===== src/pkg/tec_pkg.sv =====
// constants and types for the trigger exposure control block
`default_nettype none
package tec_pkg;
   // ---------------------------------------------------------------
   // timing
   // ---------------------------------------------------------------
   localparam int CLK_PERIOD_NS = 20;
   localparam int US_NS         = 1000;
   localparam int CYC_PER_US    = US_NS / CLK_PERIOD_NS;
   localparam logic [5:0] PRE_LAST = 6'(CYC_PER_US - 1);

   // ---------------------------------------------------------------
   // register map (byte addresses)
   // ---------------------------------------------------------------
   localparam int          ADDR_W     = 8;
   localparam logic [7:0]  ADR_CTRL   = 8'h00;
   localparam logic [7:0]  ADR_EXPT   = 8'h04;
   localparam logic [7:0]  ADR_DBNC   = 8'h08;
   localparam logic [7:0]  ADR_SWTRG  = 8'h0c;
   localparam logic [7:0]  ADR_STAT   = 8'h10;

   // ctrl fields
   localparam int CTRL_MODE_LSB = 0;
   localparam int CTRL_NEG_BIT  = 2;
   localparam int CTRL_EN_BIT   = 3;
   // status fields
   localparam int STAT_EXP_BIT  = 0;
   localparam int STAT_RD_BIT   = 1;
   localparam int STAT_FW_BIT   = 2;
   localparam int STAT_LINE_BIT = 3;
   // software trigger field
   localparam int SWTRG_BIT     = 0;

   // reset values
   localparam logic [3:0]  CTRL_RST = 4'h0;
   localparam logic [23:0] EXPT_RST = 24'h006ef4;
   localparam logic [15:0] DBNC_RST = 16'h0064;

   // ---------------------------------------------------------------
   // types
   // ---------------------------------------------------------------
   typedef enum logic [1:0] {
      MODE_FREE    = 2'b00,
      MODE_PULSE   = 2'b01,
      MODE_EDGE    = 2'b10,
      MODE_EDGE_RJ = 2'b11
   } tec_mode_e;

   typedef enum logic [1:0] {
      ST_IDLE  = 2'b00,
      ST_PULSE = 2'b01,
      ST_TIMED = 2'b10
   } tec_state_e;
endpackage : tec_pkg
`default_nettype wire


===== src/rtl/tec_top.sv =====
// trigger to exposure window control with apb register access
`default_nettype none
module tec_top import tec_pkg::*; #(
   parameter int EXP_W = 24,
   parameter int DBN_W = 16
) (
   input  wire logic              SYS_CLK,
   input  wire logic              RST_B,
   input  wire logic              PSEL,
   input  wire logic              PENABLE,
   input  wire logic              PWRITE,
   input  wire logic [ADDR_W-1:0] PADDR,
   input  wire logic [31:0]       PWDATA,
   output logic      [31:0]       PRDATA,
   output logic                   PREADY,
   output logic                   PSLVERR,
   input  wire logic              TRIG_IN,
   input  wire logic              READOUT_DONE,
   output logic                   EXPOSE,
   output logic                   READOUT_START,
   output logic                   FRAME_WAIT
);
   // ---------------------------------------------------------------
   // registers and state
   // ---------------------------------------------------------------
   logic [3:0]       ctrl_r,  ctrl_nxt;
   logic [EXP_W-1:0] expt_r,  expt_nxt;
   logic [DBN_W-1:0] dbnc_r,  dbnc_nxt;
   logic             swt_r,   swt_nxt;
   logic [31:0]      rdat_r,  rdat_nxt;
   logic             rdy_r,   rdy_nxt;
   logic             err_r,   err_nxt;
   logic             trig_s1_r, trig_s2_r;
   logic             line_act, dbn_out, dbn_prev_r;
   tec_state_e       st_r,    st_nxt;
   logic [EXP_W-1:0] cnt_r,   cnt_nxt;
   logic [5:0]       pre_r,   pre_nxt;
   logic             rd_r,    rd_nxt;
   logic             rdst_r,  rdst_nxt;
   logic             exp_r,   fw_r;
   tec_mode_e        mode;
   logic             pol_neg, enable, rise, fall, tick, edge_ok;

   function automatic logic is_map(input logic [ADDR_W-1:0] a);
      return a == ADR_CTRL || a == ADR_EXPT || a == ADR_DBNC ||
             a == ADR_SWTRG || a == ADR_STAT;
   endfunction : is_map

   // ---------------------------------------------------------------
   // apb slave: one wait state, answer registered
   // ---------------------------------------------------------------
   always_comb begin
      ctrl_nxt = ctrl_r;
      expt_nxt = expt_r;
      dbnc_nxt = dbnc_r;
      swt_nxt  = 1'b0;
      rdat_nxt = rdat_r;
      err_nxt  = err_r;
      rdy_nxt  = PSEL && PENABLE && !rdy_r;
      if (rdy_nxt) begin
         err_nxt  = !is_map(PADDR);
         rdat_nxt = '0;
         if (!PWRITE) begin
            case (PADDR)
               ADR_CTRL:  rdat_nxt[3:0] = ctrl_r;
               ADR_EXPT:  rdat_nxt[EXP_W-1:0] = expt_r;
               ADR_DBNC:  rdat_nxt[DBN_W-1:0] = dbnc_r;
               ADR_STAT: begin
                  rdat_nxt[STAT_EXP_BIT]  = exp_r;
                  rdat_nxt[STAT_RD_BIT]   = rd_r;
                  rdat_nxt[STAT_FW_BIT]   = fw_r;
                  rdat_nxt[STAT_LINE_BIT] = dbn_out;
               end
               default:   rdat_nxt = '0;
            endcase
         end
      end
      // writes land on the edge that samples pready high
      if (PSEL && PENABLE && rdy_r && PWRITE) begin
         case (PADDR)
            ADR_CTRL:  ctrl_nxt = PWDATA[3:0];
            ADR_EXPT:  expt_nxt = PWDATA[EXP_W-1:0];
            ADR_DBNC:  dbnc_nxt = PWDATA[DBN_W-1:0];
            ADR_SWTRG: swt_nxt  = PWDATA[SWTRG_BIT];
            default:   swt_nxt  = 1'b0;
         endcase
      end
   end

   always_ff @(posedge SYS_CLK) begin
      if (!RST_B) begin
         ctrl_r <= CTRL_RST;
         expt_r <= EXPT_RST;
         dbnc_r <= DBNC_RST;
         swt_r  <= 1'b0;
         rdat_r <= '0;
         rdy_r  <= 1'b0;
         err_r  <= 1'b0;
      end else begin
         ctrl_r <= ctrl_nxt;
         expt_r <= expt_nxt;
         dbnc_r <= dbnc_nxt;
         swt_r  <= swt_nxt;
         rdat_r <= rdat_nxt;
         rdy_r  <= rdy_nxt;
         err_r  <= err_nxt;
      end
   end

   assign mode    = tec_mode_e'(ctrl_r[CTRL_MODE_LSB +: 2]);
   assign pol_neg = ctrl_r[CTRL_NEG_BIT];
   assign enable  = ctrl_r[CTRL_EN_BIT];

   // ---------------------------------------------------------------
   // trigger line: synchronise, fold polarity, debounce
   // ---------------------------------------------------------------
   always_ff @(posedge SYS_CLK) begin
      if (!RST_B) begin
         trig_s1_r  <= 1'b0;
         trig_s2_r  <= 1'b0;
         dbn_prev_r <= 1'b0;
      end else begin
         trig_s1_r  <= TRIG_IN;
         trig_s2_r  <= trig_s1_r;
         dbn_prev_r <= dbn_out;
      end
   end

   // active level is high for positive, low for negative polarity
   assign line_act = trig_s2_r ^ pol_neg;

   tec_debounce #(.CW(DBN_W)) u_dbn (
      .clk   (SYS_CLK),
      .rst_b (RST_B),
      .din   (line_act),
      .limit (dbnc_r),
      .dout  (dbn_out)
   );

   assign rise = dbn_out && !dbn_prev_r;
   assign fall = !dbn_out && dbn_prev_r;

   // ---------------------------------------------------------------
   // exposure sequencer
   // ---------------------------------------------------------------
   assign tick    = pre_r == PRE_LAST;
   assign edge_ok = mode == MODE_EDGE || (mode == MODE_EDGE_RJ && !rd_r);

   always_comb begin
      st_nxt   = st_r;
      cnt_nxt  = cnt_r;
      pre_nxt  = pre_r;
      rdst_nxt = 1'b0;
      rd_nxt   = rd_r && !READOUT_DONE;
      case (st_r)
         ST_IDLE: begin
            if (enable) begin
               if (mode == MODE_FREE && !rd_r) begin
                  st_nxt = ST_TIMED;
               end else if (swt_r && mode != MODE_FREE && edge_ok
                            || swt_r && mode == MODE_PULSE) begin
                  st_nxt = ST_TIMED;
               end else if (rise && mode == MODE_PULSE) begin
                  st_nxt = ST_PULSE;
               end else if (rise && edge_ok) begin
                  st_nxt = ST_TIMED;
               end
               if (st_nxt == ST_TIMED) begin
                  cnt_nxt = (expt_r == '0) ? EXP_W'(1) : expt_r;
                  pre_nxt = '0;
               end
            end
         end
         ST_PULSE: begin
            if (fall || mode != MODE_PULSE || !enable) begin
               st_nxt = ST_IDLE;
            end
         end
         ST_TIMED: begin
            pre_nxt = tick ? 6'h00 : pre_r + 6'h01;
            if (tick) begin
               if (cnt_r <= EXP_W'(1)) begin
                  st_nxt = ST_IDLE;
               end else begin
                  cnt_nxt = cnt_r - 1'b1;
               end
            end
         end
         default: st_nxt = ST_IDLE;
      endcase
      // end of exposure hands over to image output; set beats clear
      if (st_r != ST_IDLE && st_nxt == ST_IDLE) begin
         rd_nxt   = 1'b1;
         rdst_nxt = 1'b1;
      end
   end

   always_ff @(posedge SYS_CLK) begin
      if (!RST_B) begin
         st_r   <= ST_IDLE;
         cnt_r  <= '0;
         pre_r  <= '0;
         rd_r   <= 1'b0;
         rdst_r <= 1'b0;
         exp_r  <= 1'b0;
         fw_r   <= 1'b1;
      end else begin
         st_r   <= st_nxt;
         cnt_r  <= cnt_nxt;
         pre_r  <= pre_nxt;
         rd_r   <= rd_nxt;
         rdst_r <= rdst_nxt;
         exp_r  <= st_nxt != ST_IDLE;
         fw_r   <= !(st_nxt != ST_IDLE || rd_nxt);
      end
   end

   assign PRDATA        = rdat_r;
   assign PREADY        = rdy_r;
   assign PSLVERR       = err_r;
   assign EXPOSE        = exp_r;
   assign READOUT_START = rdst_r;
   assign FRAME_WAIT    = fw_r;

   // ---------------------------------------------------------------
   // checks
   // ---------------------------------------------------------------
   int unsigned len_r;
   int unsigned want_r;
   always_ff @(posedge SYS_CLK) begin
      if (!RST_B || st_r != ST_TIMED) begin
         len_r  <= 1;
         want_r <= CYC_PER_US * int'(cnt_nxt);
      end else begin
         len_r  <= len_r + 1;
      end
   end
endmodule : tec_top
`default_nettype wire


===== src/rtl/tec_debounce.sv =====
// debounce filter: output follows input once stable for limit cycles
`default_nettype none
module tec_debounce #(
   parameter int CW = 16
) (
   input  wire logic          clk,
   input  wire logic          rst_b,
   input  wire logic          din,
   input  wire logic [CW-1:0] limit,
   output logic               dout
);
   logic [CW-1:0] cnt_r;
   logic [CW-1:0] cnt_nxt;
   logic          dout_r;
   logic          dout_nxt;

   // limit 0 passes the level straight through
   always_comb begin
      cnt_nxt  = '0;
      dout_nxt = dout_r;
      if (din != dout_r) begin
         if (limit == '0 || cnt_r >= limit - 1'b1) begin
            dout_nxt = din;
         end else begin
            cnt_nxt = cnt_r + 1'b1;
         end
      end
   end

   always_ff @(posedge clk) begin
      if (!rst_b) begin
         cnt_r  <= '0;
         dout_r <= 1'b0;
      end else begin
         cnt_r  <= cnt_nxt;
         dout_r <= dout_nxt;
      end
   end

   assign dout = dout_r;
endmodule : tec_debounce
`default_nettype wire


===== config.mk =====
export PLATFORM = sky130hd
export DESIGN_NAME = tec_top
export DESIGN_NICKNAME = d
export VERILOG_FILES = /design/src/pkg/tec_pkg.sv /design/src/rtl/tec_top.sv /design/src/rtl/tec_debounce.sv
export SDC_FILE = /design/constraint.sdc
export NUM_CORES = 1
export LEC_CHECK = 0
export ABC_CLOCK_PERIOD_IN_PS = 2600
export BUFFER_PORTS_ARGS = -buffer_cell sky130_fd_sc_hd__buf_2
export CAP_MARGIN = 20
export CORE_ASPECT_RATIO = 1.1
export CORE_MARGIN = 5
export CORE_UTILIZATION = 30
export CTS_CLUSTER_DIAMETER = 120
export CTS_CLUSTER_SIZE = 20
export DETAILED_ROUTE_END_ITERATION = 16
export MAX_ROUTING_LAYER = met4
export SYNTH_ARGS = -nofsm -noshare
export SYNTH_HDL_FRONTEND = slang
export SYNTH_SLANG_ARGS = --single-unit
export TNS_END_PERCENT = 30

===== constraint.sdc =====
create_clock -name SYS_CLK -period 2.6 [get_ports SYS_CLK]
set_input_delay 0 -clock SYS_CLK [delete_from_list [all_inputs] [get_ports SYS_CLK]]
set_output_delay 0 -clock SYS_CLK [all_outputs]
set_load 0.01 [all_outputs]

# == Yosys cells after proc, flatten, opt, wreduce, memory -nomap -nowiden ==
# Cells that the tools add are included.
# totals
register_bits,135
inputBits,47
out_inout_bits,37
word_cells,123
# op_classes
n_addsub,4
order_cmp,2
n_eq_ne,17
mux,27
bitwise_logic,3
n_reduce_logical,51
# ops
cell,count
$mux W24,6
$pmux W24 S2,1
$le A24 B1 Y1 const B,1
$logic_not A24 Y1,1
$pmux W12 S2,1
$sub A24 B1 Y24 const B,1
$mux W2,10
$mux W6,3
$add A16 B1 Y16 const B,1
$eq A8 B4 Y1 const B,2
$ge A16 B16 Y1,1
$logic_not A16 Y1,1
$pmux W4 S4,1
$sub A16 B1 Y16 const B,1
$logic_and A1 B1 Y1,15
$pmux W6 S2,1
$logic_or A1 B1 Y1,10
$eq A2 B2 Y1 const B,4
$eq A8 B3 Y1 const B,1
$eq A8 B5 Y1 const B,1
$logic_not A1 Y1,8
$logic_not A8 Y1,1
$mux W8,1
$ne A2 B2 Y1 const B,4
15 further kinds,27

# == Depth between registers and ports, before layout ==
# Gate-level depths: netlist of run 1.
# logic_depth
word_depth,17
ltp_mapped,13
depth_no_buf,12

# == Modules after synthesis ==
# A second synthesis of run 1 with hierarchy kept.
# unflattened
hier_cells,810
hier_area_um2,6530.0
# by_module_without_submodules
mod,instances,cells_per_inst,area_per_inst_um2,seq_area_each_um2
tec_top,1,648,5177.5,2202.1
tec_debounce,1,162,1352.5,340.3

# == Worst setup path after synthesis of run 1 ==
# Ideal clock, no wire load.
# synth_timing
path_kind,reg-to-reg
from,register dbnc_r[2]
to,register u_dbn.cnt_r[10]
setup_time_ns,0.132
arrival_ns,2.662
path_slack_ns,-0.194
stages_incl_launch_ff,13
n_path_buf,1
synth_period_minus_slack_ns,2.794
cell_sequence,dfxtp_1 > nor3_1 > and3_1 > nand2_1 > nor4_1 > xnor2_1 > ha_1 > nand2_1 > nor2_1 > nand2_1 > o211ai_1 > clkbuf_1 > nor3_1
# synth_via
elab_chain_cells,4
elab_cells_between_ends,5
# synth_rtl
item,line,rtl
"start, declared",tec_top.sv:28,"logic [DBN_W-1:0] dbnc_r, dbnc_nxt;"
"start signal, assigned",tec_top.sv:102,dbnc_r <= dbnc_nxt;
$sub A16 B1 Y16,tec_debounce.sv:22,if (limit == '0 || cnt_r >= limit - 1'b1) begin
$ge A16 B16 Y1,tec_debounce.sv:22,
$logic_or A1 B1 Y1 *,tec_debounce.sv:22,
$reduce_or A3 Y1 (no source line) *,--,
"end signal, assigned",tec_debounce.sv:35,cnt_r <= cnt_nxt;
"end, declared",tec_debounce.sv:12,logic [CW-1:0] cnt_r;
# Mark *: on every way between the ends. The rest lies on a longest branch, timed or not.
# A chain may end at the register's enable or synchronous reset.

# == Worst setup path in the final report of run 1 ==
# layout_timing
from,register dbnc_r[6]
to,"register u_dbn.dout_r, in the netlist u_dbn.dout"
# layout_via
elab_chain_cells,4
elab_cells_between_ends,5
# layout_rtl
item,line,rtl
$sub A16 B1 Y16,tec_debounce.sv:22,
$ge A16 B16 Y1,tec_debounce.sv:22,
$logic_or A1 B1 Y1 *,tec_debounce.sv:22,
$reduce_and A2 Y1 (no source line) *,--,
"end signal, assigned",tec_debounce.sv:36,dout_r <= dout_nxt;
"end, declared",tec_debounce.sv:14,logic dout_r;
# Marks and branches as above.

==> results of run 1 <==
flip-flops by register name, summed over array words and instances, names as in the netlist:
register / flops
PRDATA: 24
cnt_r: 24
expt_r: 24
dbnc_r: 16
u_dbn.cnt_r: 16
pre_r: 6
ctrl_r: 4
st_r: 2
EXPOSE: 1
FRAME_WAIT: 1
PREADY: 1
PSLVERR: 1
READOUT_START: 1
dbn_prev_r: 1
rd_r: 1
swt_r: 1
trig_s1_r: 1
trig_s2_r: 1
u_dbn.dout: 1
cell usage after synthesis (14+ instances only):
library cell  number
xnor2_1           15
a21oi_1           69
clkbuf_1          40
nand3_1           42
nand2_1          127
nor4_1            14
ha_1              22
a22oi_1           14
nor2_1            72
dfxtp_1          127
xor2_1            15
o21ai_0           32
nor3_1            41
cell usage in the layout (no fill, tap or decap), types with 25 or more instances in the layout:
cell type and n:
o21ai_0 32, buf_4 25, nor2_1 72, nand3_1 42, nor3_1 36, dfxtp_1 127, a21oi_1 69, buf_2 67
nand2_1 126, dlygate4sd3_1 33
where the power goes:
group | leakage, nW | switching [mW] | internal [mW]
Combinational | 1.82 | 0.0970 | 0.0710
Sequential | 1.02 | 0.00216 | 1.95
Clock | 0.291 | 0.881 | 1.53
Total | 3.14 | 0.980 | 3.55
how the worst min path moves through the flow:
| stage | from | to | slack, ns | cells after the start |
|---|---|---|---|---|
| after floorplan | READOUT_DONE | rd_r$_SDFF_PN0_ | 0.10 | 1 |
| after global placement | TRIG_IN | trig_s1_r$_SDFF_PN0_ | 0.21 | 2 |
| after detailed placement | READOUT_DONE | rd_r$_SDFF_PN0_ | 0.22 | 2 |
| after CTS | PADDR[4] | PSLVERR$_SDFFE_PN0P_ | 0.11 | 4 |
| after global routing | PADDR[4] | PSLVERR$_SDFFE_PN0P_ | 0.15 | 4 |
| final | PADDR[4] | PRDATA[0]$_SDFFE_PN0P_ | 0.13 | 4 |
kinds of logic after synthesis:
| family | Yosys count | share of synthesized area |
|---|---|---|
| and+or+nand+nor | 355 | 0.2628 |
| adders and majority gates | 22 | 0.04369 |
| AOI/OAI and AO/OA | 184 | 0.1847 |
| other | 1 | 0.0005953 |
| muxes | 9 | 0.01430 |
| xor gates and xnor gates | 30 | 0.04171 |
| buffers and inverters | 68 | 0.04866 |
| DFF | 127 | 0.4036 |
area by class of cell:
cell class / count / area [sq um] / area share
inverter: 13 / 48.80 / 0.006134
multi-input combinational: 608 / 3555 / 0.4468
tap: 256 / 320.3 / 0.04026
sequential: 127 / 2542 / 0.3196
timing repair buffer: 127 / 884.6 / 0.1112
clock buffer: 23 / 498.0 / 0.06260
clock inverter: 9 / 106.4 / 0.01337
timing repair:
| item | CTS | global route |
|---|---|---|
| gates resized for setup | 0 | 8 |
| hold endpoints to repair | 55 | 0 |
| endpoints found under the setup margin | 0 | 17 |
| hold buffers | 33 | 0 |
| buffers inserted | 0 | 0 |
worst max-delay path: cells and delay by family, from the launching register on:
kind	cells	cell delay [ns]
and+or+nand+nor	6	0.98
DFF	1	0.39
adders and majority gates	1	0.28
buffers and inverters	1	0.21
AOI/OAI and AO/OA	1	0.20
muxes	1	0.18
xor gates and xnor gates	1	0.09
per-layer routing:
metal / global-route usage / vias up / part of all wire
met1: 0.1718 / 2775 / 0.45
met4: 0.05502 / 0 / 0.022
met2: 0.2540 / 100 / 0.50
met3: 0.02958 / 27 / 0.035
li1: - / 3029 / -
met5: - / - / 0
==> results by group, run 1 <==
Run status
  • Status: finished clean

STA
  • Final worst path period need: 2.411 ns
  • Worst Skew: 0.01095 ns
  • Final Max Slew Viols: 0
  • Hold WS: 0.1340 ns
  • Period utilization: 0.9275
  • Final setup violation count: 0
  • Final Hold Fails: 0
  • Worst Tran Pin Value: 0.7757 ns
  • Setup TNS: 0 ns
  • Max_slew headroom: 0.4821
  • Fmax: 414.7 MHz
  • Setup WS post-layout: 0.1885 ns

Critical path
  • Critical R2R Launch: dbnc_r[6]$_SDFFE_PN1P_
  • Worst setup path category: flop to flop
  • Max stage delay on crit path: 0.39 ns
  • Critical path's slowest cell: dfxtp_1
  • Worst setup endpoint: u_dbn.dout$_SDFFE_PN0P_
  • FF-to-FF setup slack: 0.19 ns
  • Reg2reg path depth: 11
  • WP data required: 2.95 ns
  • Critical Path End Type: flop
  • Arrival time worst endpoint: 2.76 ns
  • CP Max Fanout: 17
  • Critical path cell sequence: nor4_4, nand4b_1, nor2_1, xnor2_1, ha_1, nand2_1, nor2_1, nand2_1, o211ai_1, buf_6, mux2i_1
  • R2r endpoint: u_dbn.dout$_SDFFE_PN0P_
  • Crit. Startpoint: dbnc_r[6]$_SDFFE_PN1P_
  • Kind of start point of the critical path: flop

Synthesis
  • Unique masters post-synth: 59
  • Seq/Total Area, Yosys: 0.4036
  • Top cells by area, synth: dfxtp_1 40%, nand2_1 7.6%, a21oi_1 5.5%, ha_1 4.4%, nor2_1 4.3%
  • Dominant cell type by area after synthesis: dfxtp_1
  • Post-synth EDFFs: 0
  • Post-synth top area share: 0.4036
  • Asr flop ratio synth: 0
  • Cells after synthesis: 796
  • Ys Warns: 0
  • Mapped Area: 6300 sq um
  • Main synth FF type: dfxtp_1
  • Average size of a mapped cell: 7.914 sq um
  • Synth Register Bits: 127

Clock tree
  • Clock tree buffer depth: 2
  • H-tree Lvls: 4
  • Num CTS Buffers: 17
  • Root buf cell: clkbuf_16
  • Worst-skew pair later-pin latency: 0.43 ns
  • Worst-path clk slew: 0.06 ns
  • Num Clock Sinks: 127
  • CTS tree: done

Place
  • Port bufs: 67
  • Post-DP HPWL: 12710 um
  • Place WS: 0.09691 ns
  • Placed cell areas: 6979 sq um
  • Placer Congestion: 0.8563
  • Dpl cells: 1098

Global route
  • Total GRT Usage: 0.1482
  • Vias in the first global route: 5493
  • Pin count of the biggest net entering global routing: 48
  • Antenna violations before repair: 0
  • First-pass GRT wire length: 28000 um
  • Grt ovf: 0

Power and ir drop
  • Leak: 3.136 nW
  • VDD IR max: 445.7 uV
  • Power Density: 570.0 nW/um^2
  • Post-route total power: 4.534 mW

Routing
  • Iteration-0 DRC Markers: 386
  • DRC violations left: 0
  • Drt first pass iters: 5
  • Antenna viol nets, final: 0
  • WL/cell: 15.17 um
  • Via count: 5931
  • Routed Wire Length: 17640 um
  • Via-to-Cell Ratio: 5.100

Layout
  • Ant diodes: 0
  • Final net count: 963
  • Final non-filler cell total: 1163
  • FILL cells: 2112
  • Final core occ: 0.3853
  • Final instance area: 7955 sq um
  • Layout cell share with drive strength beyond 1: 0.1577
  • Area Growth Syn to Fin: 26.28%

Die
  • Die ar.: 24000 sq um
  • Starting density of the core: 0.3052
  • Num ports: 84
  • Die width: 148.2 um
  • Row count: 55
  • Die height: 162.0 um
  • Core ar.: 20640 sq um

Flow run
  • Max-cap violation count: 0

Hold path
  • Class of the worst hold path: input port to flop
Power figures use the tool's default switching activity.
==> run 2: changes to the inputs <==
--- a/config.mk
+++ b/config.mk
@@ -11,6 +11,7 @@
 export CORE_ASPECT_RATIO = 1.1
 export CORE_MARGIN = 5
 export CORE_UTILIZATION = 30
+export CTS_BUF_LIST = sky130_fd_sc_hd__clkbuf_4 sky130_fd_sc_hd__clkbuf_8
 export CTS_CLUSTER_DIAMETER = 120
 export CTS_CLUSTER_SIZE = 20
 export DETAILED_ROUTE_END_ITERATION = 16
==> constraint.sdc (replaced) <==
create_clock -name SYS_CLK -period 2.6 [get_ports SYS_CLK]
set_input_delay 0.13 -clock SYS_CLK [delete_from_list [all_inputs] [get_ports SYS_CLK]]
set_output_delay 0.13 -clock SYS_CLK [all_outputs]
set_load 0.01 [all_outputs]
==> run 2 against run 1 <==
Compared with the run above: total power fell by 15%; die area did not move; largest power group is now registers; fmax fell by 2.6%; largest cell class unchanged; register-to-register slack got worse by 0.06 ns; via count rose by 0.81%; wire length rose by 0.80%; non-clock buffer count fell by 5; hold slack got worse by 0.10 ns; count of clock-buffer cells in the layout rose by 2; final cell count fell by 0.52%.
==> results by group, run 2 (synthesis results as in run 1) <==
Hold path
  • Hold path depth: 3 (-1)
  • HP Start: PWRITE
  • Hold EP: swt_r$_SDFF_PN0_
  • Class of the worst hold path: input port to flop

Critical path
  • Arrival time worst endpoint: 2.86 ns (+0.10 ns)
  • Kind of start point of the critical path: flop
  • WP buf/inv: 1 (unchanged)
  • Critical path's slowest cell: dfxtp_1
  • CP Max Fanout: 17 (unchanged)
  • WP data required: 2.98 ns (+0.03 ns)
  • Crit-path most repeated cell: nand2_1
  • FF-to-FF setup slack: 0.12 ns (-0.06 ns)
  • Reg2reg path depth: 11 (unchanged)
  • Worst setup path category: flop to flop
  • R2r endpoint: u_dbn.dout$_SDFFE_PN0P_
  • Critical R2R Launch: dbnc_r[6]$_SDFFE_PN1P_
  • Critical path cell sequence: nor4_4, nand4b_1, nor3_1, xnor2_1, ha_1, nand2_1, nor2_1, nand2_1, o211ai_1, buf_6, mux2i_1
  • Max stage delay on crit path: 0.40 ns (about the same)
  • Crit-path leading delay family: simple AND/OR/NAND/NOR gates
  • Critical path depth: 11 (unchanged)
  • Critical Path End Type: flop

Routing
  • Routed wl met3: 649 um (+5.9%)
  • Top routing layer used: met4
  • Drt first pass iters: 5 (unchanged)
  • WL/cell: 15.37 um (+1.3%)
  • Antenna viol nets, final: 0 (unchanged)
  • Via-to-Cell Ratio: 5.168 (+1.3%)
  • Iteration-0 DRC Markers: 454 (+18%)
  • Via count: 5979 (+0.81%)
  • Metal2 WL: 8776 um (+0.41%)
  • DRC violations left: 0 (unchanged)
  • Routed Wire Length: 17780 um (+0.80%)
  • Routed metal-1 wire length: 8048 um (+1.8%)

Clock tree
  • H-tree Lvls: 4 (unchanged)
  • Clock tree buffer depth: 2 (unchanged)
  • CTS tree: done
  • Root buf cell: clkbuf_8
  • Number of buffers inserted to repair setup after CTS: 0 (unchanged)
  • Worst-path clk slew: 0.07 ns (about the same)
  • Num CTS Buffers: 17 (unchanged)
  • Worst-skew pair later-pin latency: 0.45 ns (+0.02 ns)
  • Num Clock Sinks: 127 (unchanged)

Die
  • Starting density of the core: 0.3052 (unchanged)
  • Die height: 162.0 um (unchanged)
  • Num ports: 84 (unchanged)
  • Row count: 55 (unchanged)
  • Core ar.: 20640 sq um (unchanged)
  • Die width: 148.2 um (unchanged)
  • Die ar.: 24000 sq um (unchanged)

Global route
  • Grt ovf: 0 (unchanged)
  • First-pass GRT wire length: 28790 um (+2.8%)
  • Total GRT Usage: 0.1518 (+0.003584)
  • Pin count of the biggest net entering global routing: 53 (+10%)
  • Vias in the first global route: 5530 (+0.67%)
  • Antenna violations before repair: 0 (unchanged)

Layout
  • FILL cells: 2142 (+1.4%)
  • Layout cell share with drive strength beyond 1: 0.1609 (+0.003270)
  • Final net count: 958 (-0.52%)
  • Commonest cells after routing, fill and taps aside: 127 x dfxtp_1, 126 x nand2_1, 72 x nor2_1
  • Ant diodes: 0 (unchanged)
  • Commonest non-fill, non-tap cell in the layout: dfxtp_1
  • Final instance area: 7717 sq um (-3.0%)
  • Area Growth Syn to Fin: 22.50%

Place
  • Placed cell areas: 6999 sq um (+0.29%)
  • Port bufs: 67 (unchanged)
  • Placer Congestion: 0.8230 (-3.9%)
  • Place WS: 0.06957 ns (-0.02734 ns)
  • Post-DP HPWL: 12720 um (about the same)

STA
  • Fmax: 404.0 MHz (-2.6%)
  • Final Hold Fails: 0 (unchanged)
  • Worst Skew: 0.01001 ns (-0.0009393 ns)
  • Final setup violation count: 0 (unchanged)
  • RSZ-0062 raised after global routing: yes
  • Final worst path period need: 2.475 ns (+0.06385 ns)
  • Max_slew headroom: 0.6284 (+0.1463)
  • Period utilization: 0.9521 (+0.02456)
  • Worst Tran Pin Value: 0.5561 ns (-0.2197 ns)
  • Setup WS post-layout: 0.1247 ns (-0.06386 ns)
  • Final Max Slew Viols: 0 (unchanged)

Power and ir drop
  • Post-route total power: 3.849 mW (-15%)
  • VDD IR max: 255.8 uV (-43%)
  • Leak: 3.027 nW (-3.5%)
  • Power Density: 498.8 nW/um^2 (-12%)

Flow run
  • Max-cap violation count: 0 (unchanged)

Run status
  • Status: finished clean
run 2: cell types whose count changed in the layout (fill, tap and decap cells not counted), sizes merged:
cell	previous run	this run
clkbuf	23	25
clkinv	4	3
dlygate4sd3	33	27
clkinvlp	3	1
buf	94	95
run 2: stage by stage:
step	instances	hold WS, ns	setup TNS [ns]	utilization
6_report	1157	0.03110	0	0.3738
5_1_grt	1157	0.01246	-0.7081	0.3738
4_1_cts	1157	0.008662	0	0.3713
3_5_place_dp	1099	0.3472	0	0.3390
3_3_place_gp	1099	0.3461	0	0.3390
2_1_floorplan	803	0.2336	0	-
run 2: worst reg2reg max path, cell delays in order (launching register included):
cell and delay (ns):
dfxtp_1 0.40, nor4_4 0.34, nand4b_1 0.23, nor3_1 0.23
xnor2_1 0.10, ha_1 0.28, nand2_1 0.05, nor2_1 0.13
nand2_1 0.06, o211ai_1 0.20, buf_6 0.22, mux2i_1 0.19
run 2: power by group:
group          leakage (nW)  internal [mW]  switching (mW)
logic                  1.80         0.0660          0.0947
registers              1.02           1.95         0.00214
clock network         0.207          0.971           0.767
total                  3.03           2.99           0.864
run 2: layer usage:
layer	vias to the layer above	track usage
li1	3020	-
met1	2814	0.1873
met2	118	0.2511
met3	27	0.03432
met4	0	0.04116
met5	-	-
run 2: worst max path at each step:
stage	startpoint	end	slack [ns]
finish	dbnc_r[6]$_SDFFE_PN1P_	u_dbn.dout$_SDFFE_PN0P_	0.12
global route	dbnc_r[6]$_SDFFE_PN1P_	u_dbn.cnt_r[8]$_SDFF_PP0_	-0.06
CTS	dbnc_r[0]$_SDFFE_PN0P_	u_dbn.cnt_r[0]$_SDFF_PP0_	0.06
detailed placement	dbnc_r[0]$_SDFFE_PN0P_	u_dbn.cnt_r[6]$_SDFF_PP0_	0.07
floorplan	dbnc_r[4]$_SDFFE_PN0P_	u_dbn.cnt_r[10]$_SDFF_PP0_	0.02
global placement	dbnc_r[0]$_SDFFE_PN0P_	u_dbn.cnt_r[15]$_SDFF_PP0_	0.14
run 2: area by class of cell:
type / count / area [sq um] / area share
flip-flops and latches: 127 / 2542 / 0.3294
clock buffers: 25 / 312.8 / 0.04053
well taps: 256 / 320.3 / 0.04150
clock inverters: 6 / 82.58 / 0.01070
repair buffers: 122 / 844.6 / 0.1094
multi-input cells: 608 / 3566 / 0.4621
inverters: 13 / 48.80 / 0.006323
run 2: repair_timing:
item,in CTS,in global routing
resized for setup,0,10
hold endpoints to repair,48,0
setup endpoints to repair,0,17
hold buffers,27,0
